**src/rtl/asx_pkg.sv**
```systemverilog
// Constants, register layout and helpers for the audio serial transmit port.
// Assumes a single 10 MHz system clock and a register port on the same clock.
package asx_pkg;
  localparam logic [7:0] ADDR_FORMAT_CFG = 8'h07;
  localparam logic [7:0] ADDR_DRIVE_CFG = 8'h08;
  localparam logic [7:0] RESET_FORMAT_CFG = 8'h30;
  localparam logic [7:0] RESET_DRIVE_CFG = 8'h00;
  // Field positions in the format register.
  localparam int FORMAT_MSB = 7;
  localparam int FORMAT_LSB = 6;
  localparam int WLEN_MSB = 5;
  localparam int WLEN_LSB = 4;
  localparam int FS_INV_BIT = 3;
  localparam int BCLK_INV_BIT = 2;
  localparam int TX_EDGE_BIT = 1;
  localparam int FILL_BIT = 0;
  // Field positions in the drive register.
  localparam int LSB_HIZ_BIT = 7;
  localparam int KEEP_MSB = 6;
  localparam int KEEP_LSB = 5;
  localparam int OFFSET_MSB = 4;
  localparam int OFFSET_LSB = 0;
  typedef enum logic [1:0] {
    FMT_TDM = 2'h0,
    FMT_I2S = 2'h1,
    FMT_LJ = 2'h2,
    FMT_RSVD = 2'h3
  } asx_format_t;
  typedef enum logic [1:0] {
    KEEP_OFF = 2'h0,
    KEEP_ON = 2'h1,
    KEEP_LSB_ONE = 2'h2,
    KEEP_LSB_ONE_HALF = 2'h3
  } asx_keep_t;
  // Bit-clock half period in system clock cycles; a frame ends at bit FRAME_LAST.
  localparam logic [7:0] BCLK_HALF_CYCLES = 8'h02;
  localparam logic [6:0] FRAME_LAST = 7'h7f;
  localparam logic [1:0] KEEP_HALVES_ONE = 2'h2;
  localparam logic [1:0] KEEP_HALVES_ONE_HALF = 2'h3;
  localparam logic [5:0] I2S_DELAY = 6'h01;

  function automatic logic [6:0] asx_wlen_bits(input logic [1:0] code);
    case (code)
      2'h0: asx_wlen_bits = 7'h10;
      2'h1: asx_wlen_bits = 7'h14;
      2'h2: asx_wlen_bits = 7'h18;
      default: asx_wlen_bits = 7'h20;
    endcase
  endfunction
endpackage

```
**src/rtl/asx_pin_drv.sv**
```systemverilog
// Output stage for one serial data pin: registered level and active-low enable.
// Assumes launch and half_tick are one-cycle enables from the transmitter.
`timescale 1ns/1ps
module asx_pin_drv (
  input wire logic clock,
  input wire logic rstn,
  input wire logic launch,
  input wire logic half_tick,
  input wire logic bit_val,
  input wire logic active,
  input wire logic fill_hiz,
  input wire logic lsb_now,
  input wire logic lsb_hiz,
  output logic pin_out,
  output logic pin_oe_n
);
  logic release_reg;

  ////////////////////////////////////////////////////////////////////////////
  always_ff @(posedge clock or negedge rstn) begin
    if (!rstn) begin
      pin_out <= 1'b0;
      pin_oe_n <= 1'b1;
      release_reg <= 1'b0;
    end else if (launch) begin
      if (active) begin
        pin_out <= bit_val;
        pin_oe_n <= 1'b0;
        release_reg <= lsb_now & lsb_hiz;
      end else begin
        pin_out <= 1'b0;
        pin_oe_n <= fill_hiz;
        release_reg <= 1'b0;
      end
    end else if (half_tick && release_reg) begin
      pin_oe_n <= 1'b1;
      release_reg <= 1'b0;
    end
  end
endmodule

```
**src/rtl/asx_tx.sv**
```systemverilog
// Audio serial transmitter: bit clock, frame sync and two data pins, with config registers.
// Assumes the register port and sample words are driven on the same clock.
`timescale 1ns/1ps
// Function
// - The format field picks TDM for 0, I2S for 1 and left-justified for 2, with 3 not to be used.
// - The word length field, reset to 3, gives slots of 16, 20, 24 or 32 bits.
// - The frame-sync and bit-clock invert bits each flip their line against the standard.
// - The transmit edge bit moves data launch to the opposite bit-clock edge, half a cycle later.
// - Cycles without slot data drive zero, or high impedance when the fill bit is set.
// - The LSB bit makes the LSB drive for half a cycle and then release the pin.
// - The keeper field selects off, always on, on one cycle at LSB, or on one and a half at LSB.
// - The offset field delays slot 0 MSB by 0 to 31 bit clocks, both halves in I2S and LJ.
// - All drive settings apply equally to the primary and secondary data pins.
module asx_tx (
  input wire logic clock,
  input wire logic rstn,
  input wire logic reg_wr_en,
  input wire logic reg_rd_en,
  input wire logic [7:0] reg_addr,
  input wire logic [7:0] reg_wdata,
  output logic [7:0] reg_rdata,
  input wire logic [31:0] pri_left_word,
  input wire logic [31:0] pri_right_word,
  input wire logic [31:0] sec_left_word,
  input wire logic [31:0] sec_right_word,
  output logic sample_take,
  output logic bit_clock,
  output logic frame_sync,
  output logic [1:0] data_out,
  output logic [1:0] data_oe_n,
  output logic keeper_en
);
  import asx_pkg::*;

  logic [7:0] format_cfg_reg;
  logic [7:0] drive_cfg_reg;
  logic [7:0] div_reg;
  logic half_tick;
  logic bclk_std_reg;
  logic bclk_std_next;
  logic [6:0] bit_cnt_reg;
  logic fall_tick;
  logic launch_tick;
  logic [6:0] launch_cnt;
  logic [6:0] frame_next;
  asx_format_t fmt;
  logic [6:0] wlen;
  logic [5:0] start;
  logic [6:0] rel;
  logic active;
  logic slot_sel;
  logic [5:0] pos;
  logic lsb_now;
  logic fs_std;
  logic [1:0] keep_cnt_reg;
  logic [31:0] word_reg [2][2];
  logic [31:0] word_in [2][2];
  logic [1:0] pin_bit;

  assign fmt = asx_format_t'(format_cfg_reg[FORMAT_MSB:FORMAT_LSB]);
  assign wlen = asx_wlen_bits(format_cfg_reg[WLEN_MSB:WLEN_LSB]);
  assign word_in[0][0] = pri_left_word;
  assign word_in[0][1] = pri_right_word;
  assign word_in[1][0] = sec_left_word;
  assign word_in[1][1] = sec_right_word;

  ////////////////////////////////////////////////////////////////////////////
  // Register port.
  always_ff @(posedge clock or negedge rstn) begin
    if (!rstn) begin
      format_cfg_reg <= RESET_FORMAT_CFG;
      drive_cfg_reg <= RESET_DRIVE_CFG;
    end else if (reg_wr_en) begin
      if (reg_addr == ADDR_FORMAT_CFG) begin
        format_cfg_reg <= reg_wdata;
      end else if (reg_addr == ADDR_DRIVE_CFG) begin
        drive_cfg_reg <= reg_wdata;
      end
    end
  end

  always_ff @(posedge clock or negedge rstn) begin
    if (!rstn) begin
      reg_rdata <= 8'h00;
    end else if (reg_rd_en) begin
      if (reg_addr == ADDR_FORMAT_CFG) begin
        reg_rdata <= format_cfg_reg;
      end else if (reg_addr == ADDR_DRIVE_CFG) begin
        reg_rdata <= drive_cfg_reg;
      end else begin
        reg_rdata <= 8'h00;
      end
    end
  end

  ////////////////////////////////////////////////////////////////////////////
  // Bit-clock divider and bit counter.
  assign half_tick = (div_reg == BCLK_HALF_CYCLES - 8'h01);
  assign bclk_std_next = half_tick ? ~bclk_std_reg : bclk_std_reg;
  assign fall_tick = half_tick & bclk_std_reg;
  assign frame_next = bit_cnt_reg + 7'h01;

  always_ff @(posedge clock or negedge rstn) begin
    if (!rstn) begin
      div_reg <= 8'h00;
      bclk_std_reg <= 1'b0;
      bit_cnt_reg <= FRAME_LAST;
    end else begin
      div_reg <= half_tick ? 8'h00 : div_reg + 8'h01;
      bclk_std_reg <= bclk_std_next;
      if (fall_tick) begin
        bit_cnt_reg <= frame_next;
      end
    end
  end

  always_ff @(posedge clock or negedge rstn) begin
    if (!rstn) begin
      bit_clock <= 1'b0;
      frame_sync <= 1'b0;
    end else begin
      bit_clock <= bclk_std_next ^ format_cfg_reg[BCLK_INV_BIT];
      if (fall_tick) begin
        frame_sync <= fs_std ^ format_cfg_reg[FS_INV_BIT];
      end
    end
  end

  always_comb begin
    case (fmt)
      FMT_I2S: fs_std = frame_next[6];
      FMT_LJ: fs_std = ~frame_next[6];
      default: fs_std = (frame_next == 7'h00);
    endcase
  end

  ////////////////////////////////////////////////////////////////////////////
  // Slot position of the bit being launched.
  assign launch_tick = half_tick & (bclk_std_reg != format_cfg_reg[TX_EDGE_BIT]);
  assign launch_cnt = format_cfg_reg[TX_EDGE_BIT] ? bit_cnt_reg : frame_next;
  assign start = drive_cfg_reg[OFFSET_MSB:OFFSET_LSB] + ((fmt == FMT_I2S) ? I2S_DELAY : 6'h00);

  always_comb begin
    rel = 7'h00;
    active = 1'b0;
    slot_sel = 1'b0;
    pos = 6'h00;
    if (fmt == FMT_I2S || fmt == FMT_LJ) begin
      rel = {1'b0, launch_cnt[5:0]} - {1'b0, start};
      active = (launch_cnt[5:0] >= start) && (rel < wlen);
      slot_sel = launch_cnt[6];
      pos = rel[5:0];
    end else begin
      rel = launch_cnt - {1'b0, start};
      active = (launch_cnt >= {1'b0, start}) && (rel < (wlen << 1));
      slot_sel = (rel >= wlen);
      pos = slot_sel ? 6'(rel - wlen) : rel[5:0];
    end
  end

  assign lsb_now = ({1'b0, pos} == wlen - 7'h01);

  ////////////////////////////////////////////////////////////////////////////
  // Sample words, taken just before each frame starts.
  always_ff @(posedge clock or negedge rstn) begin
    if (!rstn) begin
      sample_take <= 1'b0;
      for (int p = 0; p < 2; p++) begin
        word_reg[p][0] <= 32'h0000_0000;
        word_reg[p][1] <= 32'h0000_0000;
      end
    end else begin
      sample_take <= fall_tick && (bit_cnt_reg == FRAME_LAST);
      if (fall_tick && (bit_cnt_reg == FRAME_LAST)) begin
        word_reg <= word_in;
      end
    end
  end

  ////////////////////////////////////////////////////////////////////////////
  // Data pins share every drive setting.
  for (genvar p = 0; p < 2; p++) begin : g_pin
    logic [31:0] word_now;
    assign word_now = (fall_tick && bit_cnt_reg == FRAME_LAST) ?
                      word_in[p][slot_sel] : word_reg[p][slot_sel];
    assign pin_bit[p] = word_now[5'(6'd31 - pos)];
    asx_pin_drv u_drv (
      .clock(clock),
      .rstn(rstn),
      .launch(launch_tick),
      .half_tick(half_tick),
      .bit_val(pin_bit[p]),
      .active(active),
      .fill_hiz(format_cfg_reg[FILL_BIT]),
      .lsb_now(lsb_now),
      .lsb_hiz(drive_cfg_reg[LSB_HIZ_BIT]),
      .pin_out(data_out[p]),
      .pin_oe_n(data_oe_n[p])
    );
  end

  ////////////////////////////////////////////////////////////////////////////
  // Bus keeper, counted in bit-clock half periods.
  always_ff @(posedge clock or negedge rstn) begin
    if (!rstn) begin
      keep_cnt_reg <= 2'h0;
      keeper_en <= 1'b0;
    end else begin
      if (launch_tick && active && lsb_now) begin
        if (drive_cfg_reg[KEEP_MSB:KEEP_LSB] == KEEP_LSB_ONE) begin
          keep_cnt_reg <= KEEP_HALVES_ONE;
        end else if (drive_cfg_reg[KEEP_MSB:KEEP_LSB] == KEEP_LSB_ONE_HALF) begin
          keep_cnt_reg <= KEEP_HALVES_ONE_HALF;
        end
      end else if (half_tick && keep_cnt_reg != 2'h0) begin
        keep_cnt_reg <= keep_cnt_reg - 2'h1;
      end
      if (drive_cfg_reg[KEEP_MSB:KEEP_LSB] == KEEP_ON) begin
        keeper_en <= 1'b1;
      end else if (drive_cfg_reg[KEEP_MSB:KEEP_LSB] == KEEP_OFF) begin
        keeper_en <= 1'b0;
      end else begin
        keeper_en <= (launch_tick && active && lsb_now) || (keep_cnt_reg > 2'h1) ||
                     (keep_cnt_reg == 2'h1 && !half_tick);
      end
    end
  end
endmodule

```
**config.mk**
```make
export PLATFORM = sky130hd
export DESIGN_NAME = asx_tx
export DESIGN_NICKNAME = d
export VERILOG_FILES = /design/src/rtl/asx_pkg.sv /design/src/rtl/asx_pin_drv.sv /design/src/rtl/asx_tx.sv
export SDC_FILE = /design/constraint.sdc
export NUM_CORES = 1
export LEC_CHECK = 0
export BUFFER_PORTS_ARGS = -buffer_cell sky130_fd_sc_hd__buf_2
export CAP_MARGIN = 20
export CORE_MARGIN = 5
export CORE_UTILIZATION = 63
export CTS_BUF_LIST = sky130_fd_sc_hd__clkbuf_4 sky130_fd_sc_hd__clkbuf_8
export DETAILED_ROUTE_END_ITERATION = 10
export HOLD_SLACK_MARGIN = 0.08
export PLACE_DENSITY = 0.85
export SYNTH_ARGS = -nofsm -noshare
export SYNTH_HDL_FRONTEND = slang
export SYNTH_SLANG_ARGS = --single-unit
export TNS_END_PERCENT = 30
```
**constraint.sdc**
```tcl
create_clock -name clock -period 12.04 [get_ports clock]
set_input_delay 2.408 -clock clock [delete_from_list [all_inputs] [get_ports clock]]
set_output_delay 2.408 -clock clock [all_outputs]
set_load 0.05 [all_outputs]
```
-- Yosys cells after proc, flatten, opt, wreduce, memory -nomap -nowiden
Index checks and enable logic that the tools add are counted.
- flip-flop bits (word level): 180
- bits of input ports: 148
- output and inout bits: 16
- memory bits (writable): 0
- memories: 0
- latch bits: 0
- memory bits (read-only): 0
- reductions and logical operators: 23
- order comparisons: 8
- shifts and indexed selects: 0
- multiply operators: 0
- eq/ne operators: 15
- multiplexer cells: 48
- div/mod/pow operators: 0
- bitwise gates (word level): 9
- add/sub/neg operators: 9
- operators with widths (kind ; count):
    $mux W32 ; 14
    $mux W8 ; 3
    $mux W1 ; 20
    $pmux W6 S3 ; 1
    $ge A7 B6 Y1 ; 2
    $mux W6 ; 2
    $bmux W1 S5 ; 2
    $logic_and A1 B1 Y1 ; 9
    $add A8 B1 Y8 const B ; 1
    $eq A2 B1 Y1 const B ; 4
    $eq A2 B2 Y1 const B ; 4
    $eq A8 B1 Y1 const B ; 1
    $eq A8 B3 Y1 const B ; 1
    $eq A8 B4 Y1 const B ; 1
    $mux W2 ; 4
    $reduce_bool A2 Y1 ; 4
    $add A7 B1 Y7 const B ; 1
    $eq A6 B7 Y1 ; 1
    $eq A7 B7 Y1 const B ; 1
    $logic_not A7 Y1 ; 1
    $lt A7 B6 Y1 ; 1
    $lt A7 B7 Y1 ; 1
    $mux W7 ; 1
    $sub A6 B1 Y7 const B ; 1
    22 further kinds ; 31

-- Logic depth before layout (Yosys ltp)
Gate-level depths: netlist of run 1.
- word-level depth: 14
- gate-level depth with buffers: 27

-- By module
Synthesis of run 1 repeated with hierarchy kept, for this count alone.
- cell total of the unflattened synthesis: 1319
- area, all modules: 11273.3 um2
- by module, submodules not included (module ; times used ; area each (um2) ; seq. area each (um2) ; cells each):
    asx_tx ; 1 ; 11010.6 ; 4365.4 ; 1295
    asx_pin_drv ; 2 ; 131.4 ; 76.3 ; 12

-- Least setup slack after synthesis of run 1
OpenSTA, ideal clock, no wires.
- kind: reg2reg
- start: register format_cfg_reg[6]
- end: register g_pin[0].u_drv.release_reg
- slack: 6762 ps
- arrival: 5204 ps
- data required time: 11967 ps
- stages on the path, launching flop included: 24
- clock period less this slack: 5278 ps
- buffers on the path: 2
- setup time: 73 ps
- cell sequence: dfrtp_1 > ha_1 > ha_1 > ha_1 > inv_1 > ha_1 > nor2b_1 > o21ai_0 > nand2_1 > xnor2_1 > inv_1 > ha_1 > nor2b_1 > o31a_1 > or3_1 > o21ai_4 > mux2_1 > buf_2 > xnor2_1 > nand2_1 > or4b_1 > buf_2 > or2_4 > a21oi_2
- longest elaborated chain between the ends: 11
- ends and longest elaborated chain (element ; line ; text):
    from (decl) ; asx_tx.sv:35 ; logic [7:0] format_cfg_reg;
    from (signal assigned) ; asx_tx.sv:75 ; format_cfg_reg <= reg_wdata;
    $eq A2 B1 Y1 ; asx_tx.sv:141, asx_tx.sv:148 ;
    $mux W1 ; asx_tx.sv:141 ; assign start = drive_cfg_reg[OFFSET_MSB:OFFSET_LSB] + ((fmt == FMT_I2S) ? I2S_DELAY : 6'h00);
    $add A5 B1 Y6 ; asx_tx.sv:141 ;
    $sub A7 B6 Y7 ; asx_tx.sv:154 ; rel = launch_cnt - {1'b0, start};
    $sub A6 B6 Y6 / $ge A7 B6 Y1 (equally long branches) ; asx_tx.sv:157, asx_tx.sv:156 ;
    $mux W6 ; asx_tx.sv:157 ; pos = slot_sel ? 6'(rel - wlen) : rel[5:0];
    $mux W6 ; asx_tx.sv:148 ; if (fmt == FMT_I2S || fmt == FMT_LJ) begin
    $eq A6 B7 Y1 ; asx_tx.sv:161 ; assign lsb_now = ({1'b0, pos} == wlen - 7'h01);
    $and A1 B1 Y1 ; asx_pin_drv.sv:29 ; release_reg <= lsb_now & lsb_hiz;
    $mux W1 (*) ; asx_pin_drv.sv:26 ; if (active) begin
    $mux W1 (*) ; asx_pin_drv.sv:25 ; end else if (launch) begin
    to (signal assigned) ; asx_pin_drv.sv:29 ;
    to (decl) ; asx_pin_drv.sv:17 ; logic release_reg;
Every way passes the cells marked *; elsewhere a longest branch is shown, timed or not.
A chain may end at the register's enable or synchronous reset.

-- Worst setup path in the final report of run 1
- start: register format_cfg_reg[6]
- end: register g_pin[1].u_drv.pin_out
- longest elaborated chain between the ends: 14
- ends and longest elaborated chain (element ; line ; text):
    branches (longest 13 deep; another with $sub A7 B6 Y7) ; -- ;
    $mux W1 (*) ; asx_pin_drv.sv:26 ;
    to (signal assigned) ; asx_pin_drv.sv:27 ; pin_out <= bit_val;
    to (decl) ; asx_pin_drv.sv:14 ; output logic pin_out,
Every way passes the cells marked *. The select of a mux whose other input is x is not followed.

==> impl_metrics.tcl, run 1 <==
set metrics [dict create \
    slowest_stage "mux4_2" \
    ys_seq_elements 180 \
    fin_cells 1413 \
    via_count 8015 \
    die_h_um 136 \
    htreeDepth 4 \
    fp.dieW_um 136 \
    p_per_area_nw_per_um2 116 \
    grt.overflow.total 0 \
    dr.pass1.iters 5 \
    fillers 1241 \
    ctsResizeCount 0 \
    endpoint_kind "register" \
    netlist.area_leader.share_pct 42.5 \
    ys_types 78 \
    wl_per_cell_um 17.0 \
    hold_class "register to register" \
    std_cell_rows 46 \
    clockBufferDepth 2 \
    drive_gt1_share_pct 23.9 \
    start_kind "register" \
    post-route-period-util_pct 50.1 \
    arrival_ns 6.38 \
    via_per_inst 5.67 \
    synthTopCellsByCount "408 x nand2_1, 169 x dfrtp_1, 59 x mux2i_1, 34 x nor2_1, 31 x clkbuf_1" \
    cp_data_required_time_ns 12.39 \
    synth_edf_count 0 \
    syn-cell-area_sq_um 9940 \
    dp_cells 1381 \
    largest_register_ffs 128 \
    status "finished, final reports clean" \
    drc 0 \
    portBuffers 163 \
    yosysMostFrequentCell "nand2_1" \
    hold_viol 0 \
    core_area_sq_um 15700 \
    ir_drop_mv 0.0871 \
    avgSynthCellArea_sq_um 9.43 \
    slew_viol_final 0 \
    hpwl_um 17300 \
    ys_warn_count 0 \
    final_area_sq_um 11200 \
    post_dp_cell_area_sq_um 10800 \
    cts_hold_buf 0 \
    fin_tns_setup_ns 0 \
    multi_input_area_sq_um 5070 \
    syn-num-nets 1233 \
    slew_headroom_pct 34.3 \
    synthFlopType "dfrtp_1" \
    cts_tree "built" \
    start_util_pct 63.5 \
    path_clk_slew_ns 0.09 \
    grt_pass1_wl_um 39600 \
    track_usage_pct 27.2 \
    antenna_found_initial 0 \
    setup_viol 0 \
    fmax_mhz 166 \
    gp_congestion 0.902 \
    ys_seq_area_share_pct 45.5 \
    rsz0062_at_grt "false" \
    cts.sinks 180 \
    regArea_sq_um 4520 \
    worstMarginPinSlew_ns 0.966 \
    crit_chain "ha_1 -> ha_1 -> ha_1 -> inv_1 -> ha_1 -> nor2b_1 -> o21ai_0 -> a21boi_0 -> o21a_1 -> nor2_1 -> xnor2_1 -> ha_1 -> o21a_1 -> o31a_1 -> or3_1 -> a2bb2o_4 -> nor2_4 -> buf_4 -> mux4_2 -> and2_1 -> a2111oi_0 -> nor3_1 -> a211oi_1 -> o21ai_1" \
    max_stage_delay_ns 0.59 \
    grt_max_degree 103 \
    p_leak_nw 5.10 \
    ioPinCount 164 \
    cap_violations 0 \
    cts_buffers 17 \
    ant_nets 0 \
    synth_top_cell_by_area "dfrtp_1" \
    synth-async-reset-ratio_pct 100 \
    n_antenna_cell 0 \
    drtIter0Drc 757 \
    finalClockSkew_ns 0.0117 \
    syn_inst 1054 \
    cts-root-buf "clkbuf_8" \
    dieArea_sq_um 18400 \
    path_class "register to register" \
    crit_top_cell "ha_1" \
    first_global_vias 7933 \
    period_minus_slack_ns 6.03 \
    yosys-top-cells-area "dfrtp_1 43%, nand2_1 15%, mux2i_1 5.9%, mux4_2 5.0%, ha_1 3.7%" \
    post_cts_buffers 0 \
    syn2layout_area_growth_pct 12.9 \
    routed_wl_um 24100 \
    nets 1363 \
    crit_fanout 43 \
    insertion_delay_ns 0.48 \
]
[per-layer routing]
| metal | up-vias | GRT usage, % | part of all wire (%) |
|---|---|---|---|
| met5 | - | 0 | 0 |
| met4 | 0 | 9.63 | 2.5 |
| met3 | 39 | 5.72 | 6.8 |
| met2 | 286 | 42.4 | 48 |
| met1 | 3873 | 38.2 | 43 |
| li1 | 3817 | - | - |
[path summary, 6_finish.rpt]
| check | from | end | slack (ns) | depth (start not counted) |
|---|---|---|---|---|
| max | format_cfg_reg[6] | g_pin[1].u_drv.pin_out | 6.01 | 24 |
| min | word_reg[91] | word_reg[91] | 0.48 | 2 |
| max reg2reg | format_cfg_reg[6] | g_pin[1].u_drv.pin_out | 6.01 | 24 |
| min reg2reg | word_reg[91] | word_reg[91] | 0.48 | 2 |
| max in group asynchronous | rstn | word_reg[7] | 8.49 | 2 |
| min in group asynchronous | rstn | word_reg[42] | 2.02 | 1 |
[area by class of cell]
cell class | instances | share of cell area (%)
well taps | 216 | 2.41
clock inverters | 10 | 1.10
inverters | 21 | 0.725
clock buffers | 22 | 2.59
repair buffers | 170 | 7.79
multi-input cells | 794 | 45.1
flip-flops and latches | 180 | 40.3
[power breakdown]
part / internal, W / switching (W)
logic: 0.000101 / 0.000151
registers: 0.000617 / 0.00000953
clock network: 0.000207 / 0.000220
[logic make-up (layout without fill, tap and decap cells)]
kind of cell    Yosys count  after routing  share of synthesized area [%]
fa+ha+maj                31             31                           4.05
flops                   180            180                           45.5
mux                     113            113                           14.6
xor+xnor                 36             36                           3.32
compound gates          104            104                           7.82
simple gates            510            510                           21.0
buf+inv                  80            223                           3.74
[placed cells by master (no fill, tap or decap), types with 15 or more instances in the layout]
cell      synthesis  routed
ha_1             29      29
clkbuf_8          0      20
buf_2             3     162
mux2_2           28      28
dfrtp_1         169     169
a21oi_1          22      22
xnor2_1          24      24
mux4_2           22      22
inv_1            20      19
mux2i_1          59      58
nor2_1           34      34
nand2_1         408     408
nand3_1          24      23
a22oi_1          15      15
[stage by stage]
stage	worst slack (ns)	total power, W	hold slack (ns)	util (%)
detailed placement	6.08	0.000888	0.457	69.1
CTS	6.05	0.00131	0.480	71.7
floorplan	6.76	0.000818	0.434	-
finish	6.01	0.00131	0.478	71.7
global placement	6.25	0.000883	0.450	69.1
global route	5.67	0.00136	0.499	71.7
[worst max-delay path: cells and delay by family (launching register included)]
family	cells	cell delay, ns
AO/OA/AOI/OAI	9	1.94
adder cells (fa/ha/maj)	5	1.38
AND/OR/NAND/NOR	6	0.82
buffers and inverters	2	0.63
multiplexers	1	0.59
flip-flops	1	0.42
XOR/XNOR	1	0.12
(Power assumes the default switching activity.)
==> run 2: changes to the inputs <==
CORE_UTILIZATION = 53   (was 63)
PLACE_DENSITY = 0.76   (was 0.85)
clock period = 5.2 ns   (was 12.04 ns; I/O delays follow)
==> run 2 against run 1 <==
Count of clock-buffer cells in the layout is 1 lower. Global-route usage shrank 3.7 points. Power grew 140%. Highest routed layer unchanged.
==> impl_metrics.tcl, run 2 (synthesis gave the netlist of run 1 again) <==
set metrics [dict create \
    status "finished, final reports clean" \
    p_leak_nw 5.37 \
    via_count 8132 \
    final_area_sq_um 11800 \
    worstMarginPinSlew_ns 0.918 \
    cts_buffers 17 \
    setup_viol 0 \
    htreeDepth 4 \
    period_minus_slack_ns 5.09 \
    layout_commonest_cell "nand2_1" \
    drc 0 \
    finalClockSkew_ns 0.0130 \
    rsz0062_at_grt "true" \
    path_clk_slew_ns 0.08 \
    cts_hold_buf 0 \
    post-route-period-util_pct 98.0 \
    antenna_found_initial 0 \
    p_per_area_nw_per_um2 269 \
    ant_nets 0 \
    hpwl_um 18000 \
    dp_cells 1425 \
    fillers 1538 \
    grt_max_degree 102 \
    largest_register_ffs 128 \
    drive_gt1_share_pct 27.7 \
    track_usage_pct 23.5 \
    syn2layout_area_growth_pct 18.4 \
    wl_per_cell_um 17.1 \
    gp_congestion 0.921 \
    fp.dieW_um 147 \
    path_class "register to register" \
    cts-root-buf "clkbuf_8" \
    routed_wl_um 25100 \
    nets 1405 \
    hold_viol 0 \
    start_kind "register" \
    cp_data_required_time_ns 5.58 \
    grt.overflow.total 0 \
    cts.sinks 180 \
    layout.cells.most_common_list "407 x nand2_1, 169 x dfrtp_1, 162 x buf_2, 57 x mux2i_1, 42 x buf_4" \
    portBuffers 163 \
    start_util_pct 53.5 \
    cts_tree "built" \
    std_cell_rows 50 \
    first_global_vias 8073 \
    via_per_inst 5.52 \
    n_antenna_cell 0 \
    endpoint_kind "register" \
    insertion_delay_ns 0.47 \
    hold_class "register to register" \
    grt_pass1_wl_um 40800 \
    post_dp_cell_area_sq_um 11100 \
    ioPinCount 164 \
    dieArea_sq_um 21600 \
    die_h_um 147 \
    slew_viol_final 0 \
    crit_fanout 6 \
    dr.pass1.iters 5 \
    ir_drop_mv 0.188 \
    core_area_sq_um 18600 \
    cap_violations 0 \
    drtIter0Drc 501 \
    fmax_mhz 196 \
    clockBufferDepth 2 \
    slew_headroom_pct 38.8 \
    arrival_ns 5.47 \
    fin_cells 1472 \
]
run 2: cell count changes in the layout (fill, tap and decap cells not counted), sizes merged:
cell    previous run  this run
buf              170       210
bufbuf             0         2
bufinv             2         3
clkbuf            22        21
inv               21        20
run 2: layout make-up:
| cell class | count | area, sq um | area share [%] |
|---|---|---|---|
| Clock buffer | 21 | 264 | 2.24 |
| Clock inverter | 10 | 134 | 1.14 |
| Inverter | 21 | 81.3 | 0.691 |
| Multi-Input combinational cell | 794 | 5180 | 44.0 |
| Sequential cell | 180 | 4520 | 38.4 |
| Tap cell | 234 | 293 | 2.49 |
| Timing Repair Buffer | 212 | 1300 | 11.1 |
run 2: worst max-delay path: stages (launching register included):
cell      delay [ns]
dfstp_2         0.54
ha_1            0.23
mux2_2          0.28
ha_1            0.31
nor2b_1         0.14
o21ai_2         0.17
a21boi_1        0.09
o21a_1          0.19
nor2_2          0.12
xnor2_1         0.15
ha_1            0.29
nand4_1         0.12
nor2_2          0.07
or3_4           0.41
o21ai_4         0.24
buf_4           0.15
mux2_4          0.31
xor2_2          0.14
nand2_1         0.06
or4b_4          0.57
mux2i_2         0.19
a211oi_2        0.22
run 2: path summary, 6_finish.rpt:
kind	from	to	slack [ns]	cells past startpoint
max reg2reg	bit_cnt_reg[0]	keep_cnt_reg[0]	0.11	21
min in group asynchronous	rstn	word_reg[43]	0.67	1
min	word_reg[82]	word_reg[82]	0.48	2
max	bit_cnt_reg[0]	keep_cnt_reg[0]	0.11	21
max in group asynchronous	rstn	word_reg[108]	3.60	2
min reg2reg	word_reg[82]	word_reg[82]	0.48	2
run 2: stage by stage:
| step | setup slack, ns | utilization (%) | TNS [ns] | power (W) | hold WS (ns) |
|---|---|---|---|---|---|
| 2_1_floorplan | 0.0446 | - | 0 | 0.00189 | 0.434 |
| 3_3_place_gp | 0.0356 | 59.7 | 0 | 0.00209 | 0.452 |
| 3_5_place_dp | -0.108 | 59.7 | -0.554 | 0.00210 | 0.458 |
| 4_1_cts | 0.00140 | 62.7 | 0 | 0.00315 | 0.479 |
| 5_1_grt | -0.0436 | 63.3 | -0.0743 | 0.00330 | 0.491 |
| 6_report | 0.106 | 63.3 | 0 | 0.00316 | 0.477 |
run 2: power by group:
part | leakage, nW | internal, W | switching [W] | total, W
Sequential | 1.78 | 0.00143 | 0.0000233 | 0.00145
Combinational | 3.39 | 0.000333 | 0.000388 | 0.000721
Clock | 0.203 | 0.000491 | 0.000499 | 0.000990
run 2: metal layers:
metal / vias up / GRT usage (%) / part of all wire, %
met5: - / 0 / 0
met1: 3914 / 31.6 / 42
met2: 281 / 38.2 / 48
li1: 3892 / - / -
met4: 0 / 6.62 / 2.4
met3: 45 / 5.86 / 6.7
run 2: repair_timing:
item / CTS / global route
buffers inserted: 5 / 9
setup endpoints to repair: 6 / 6
gates cloned: 2 / 0
pin swaps: 10 / 14
resized for setup: 10 / 12
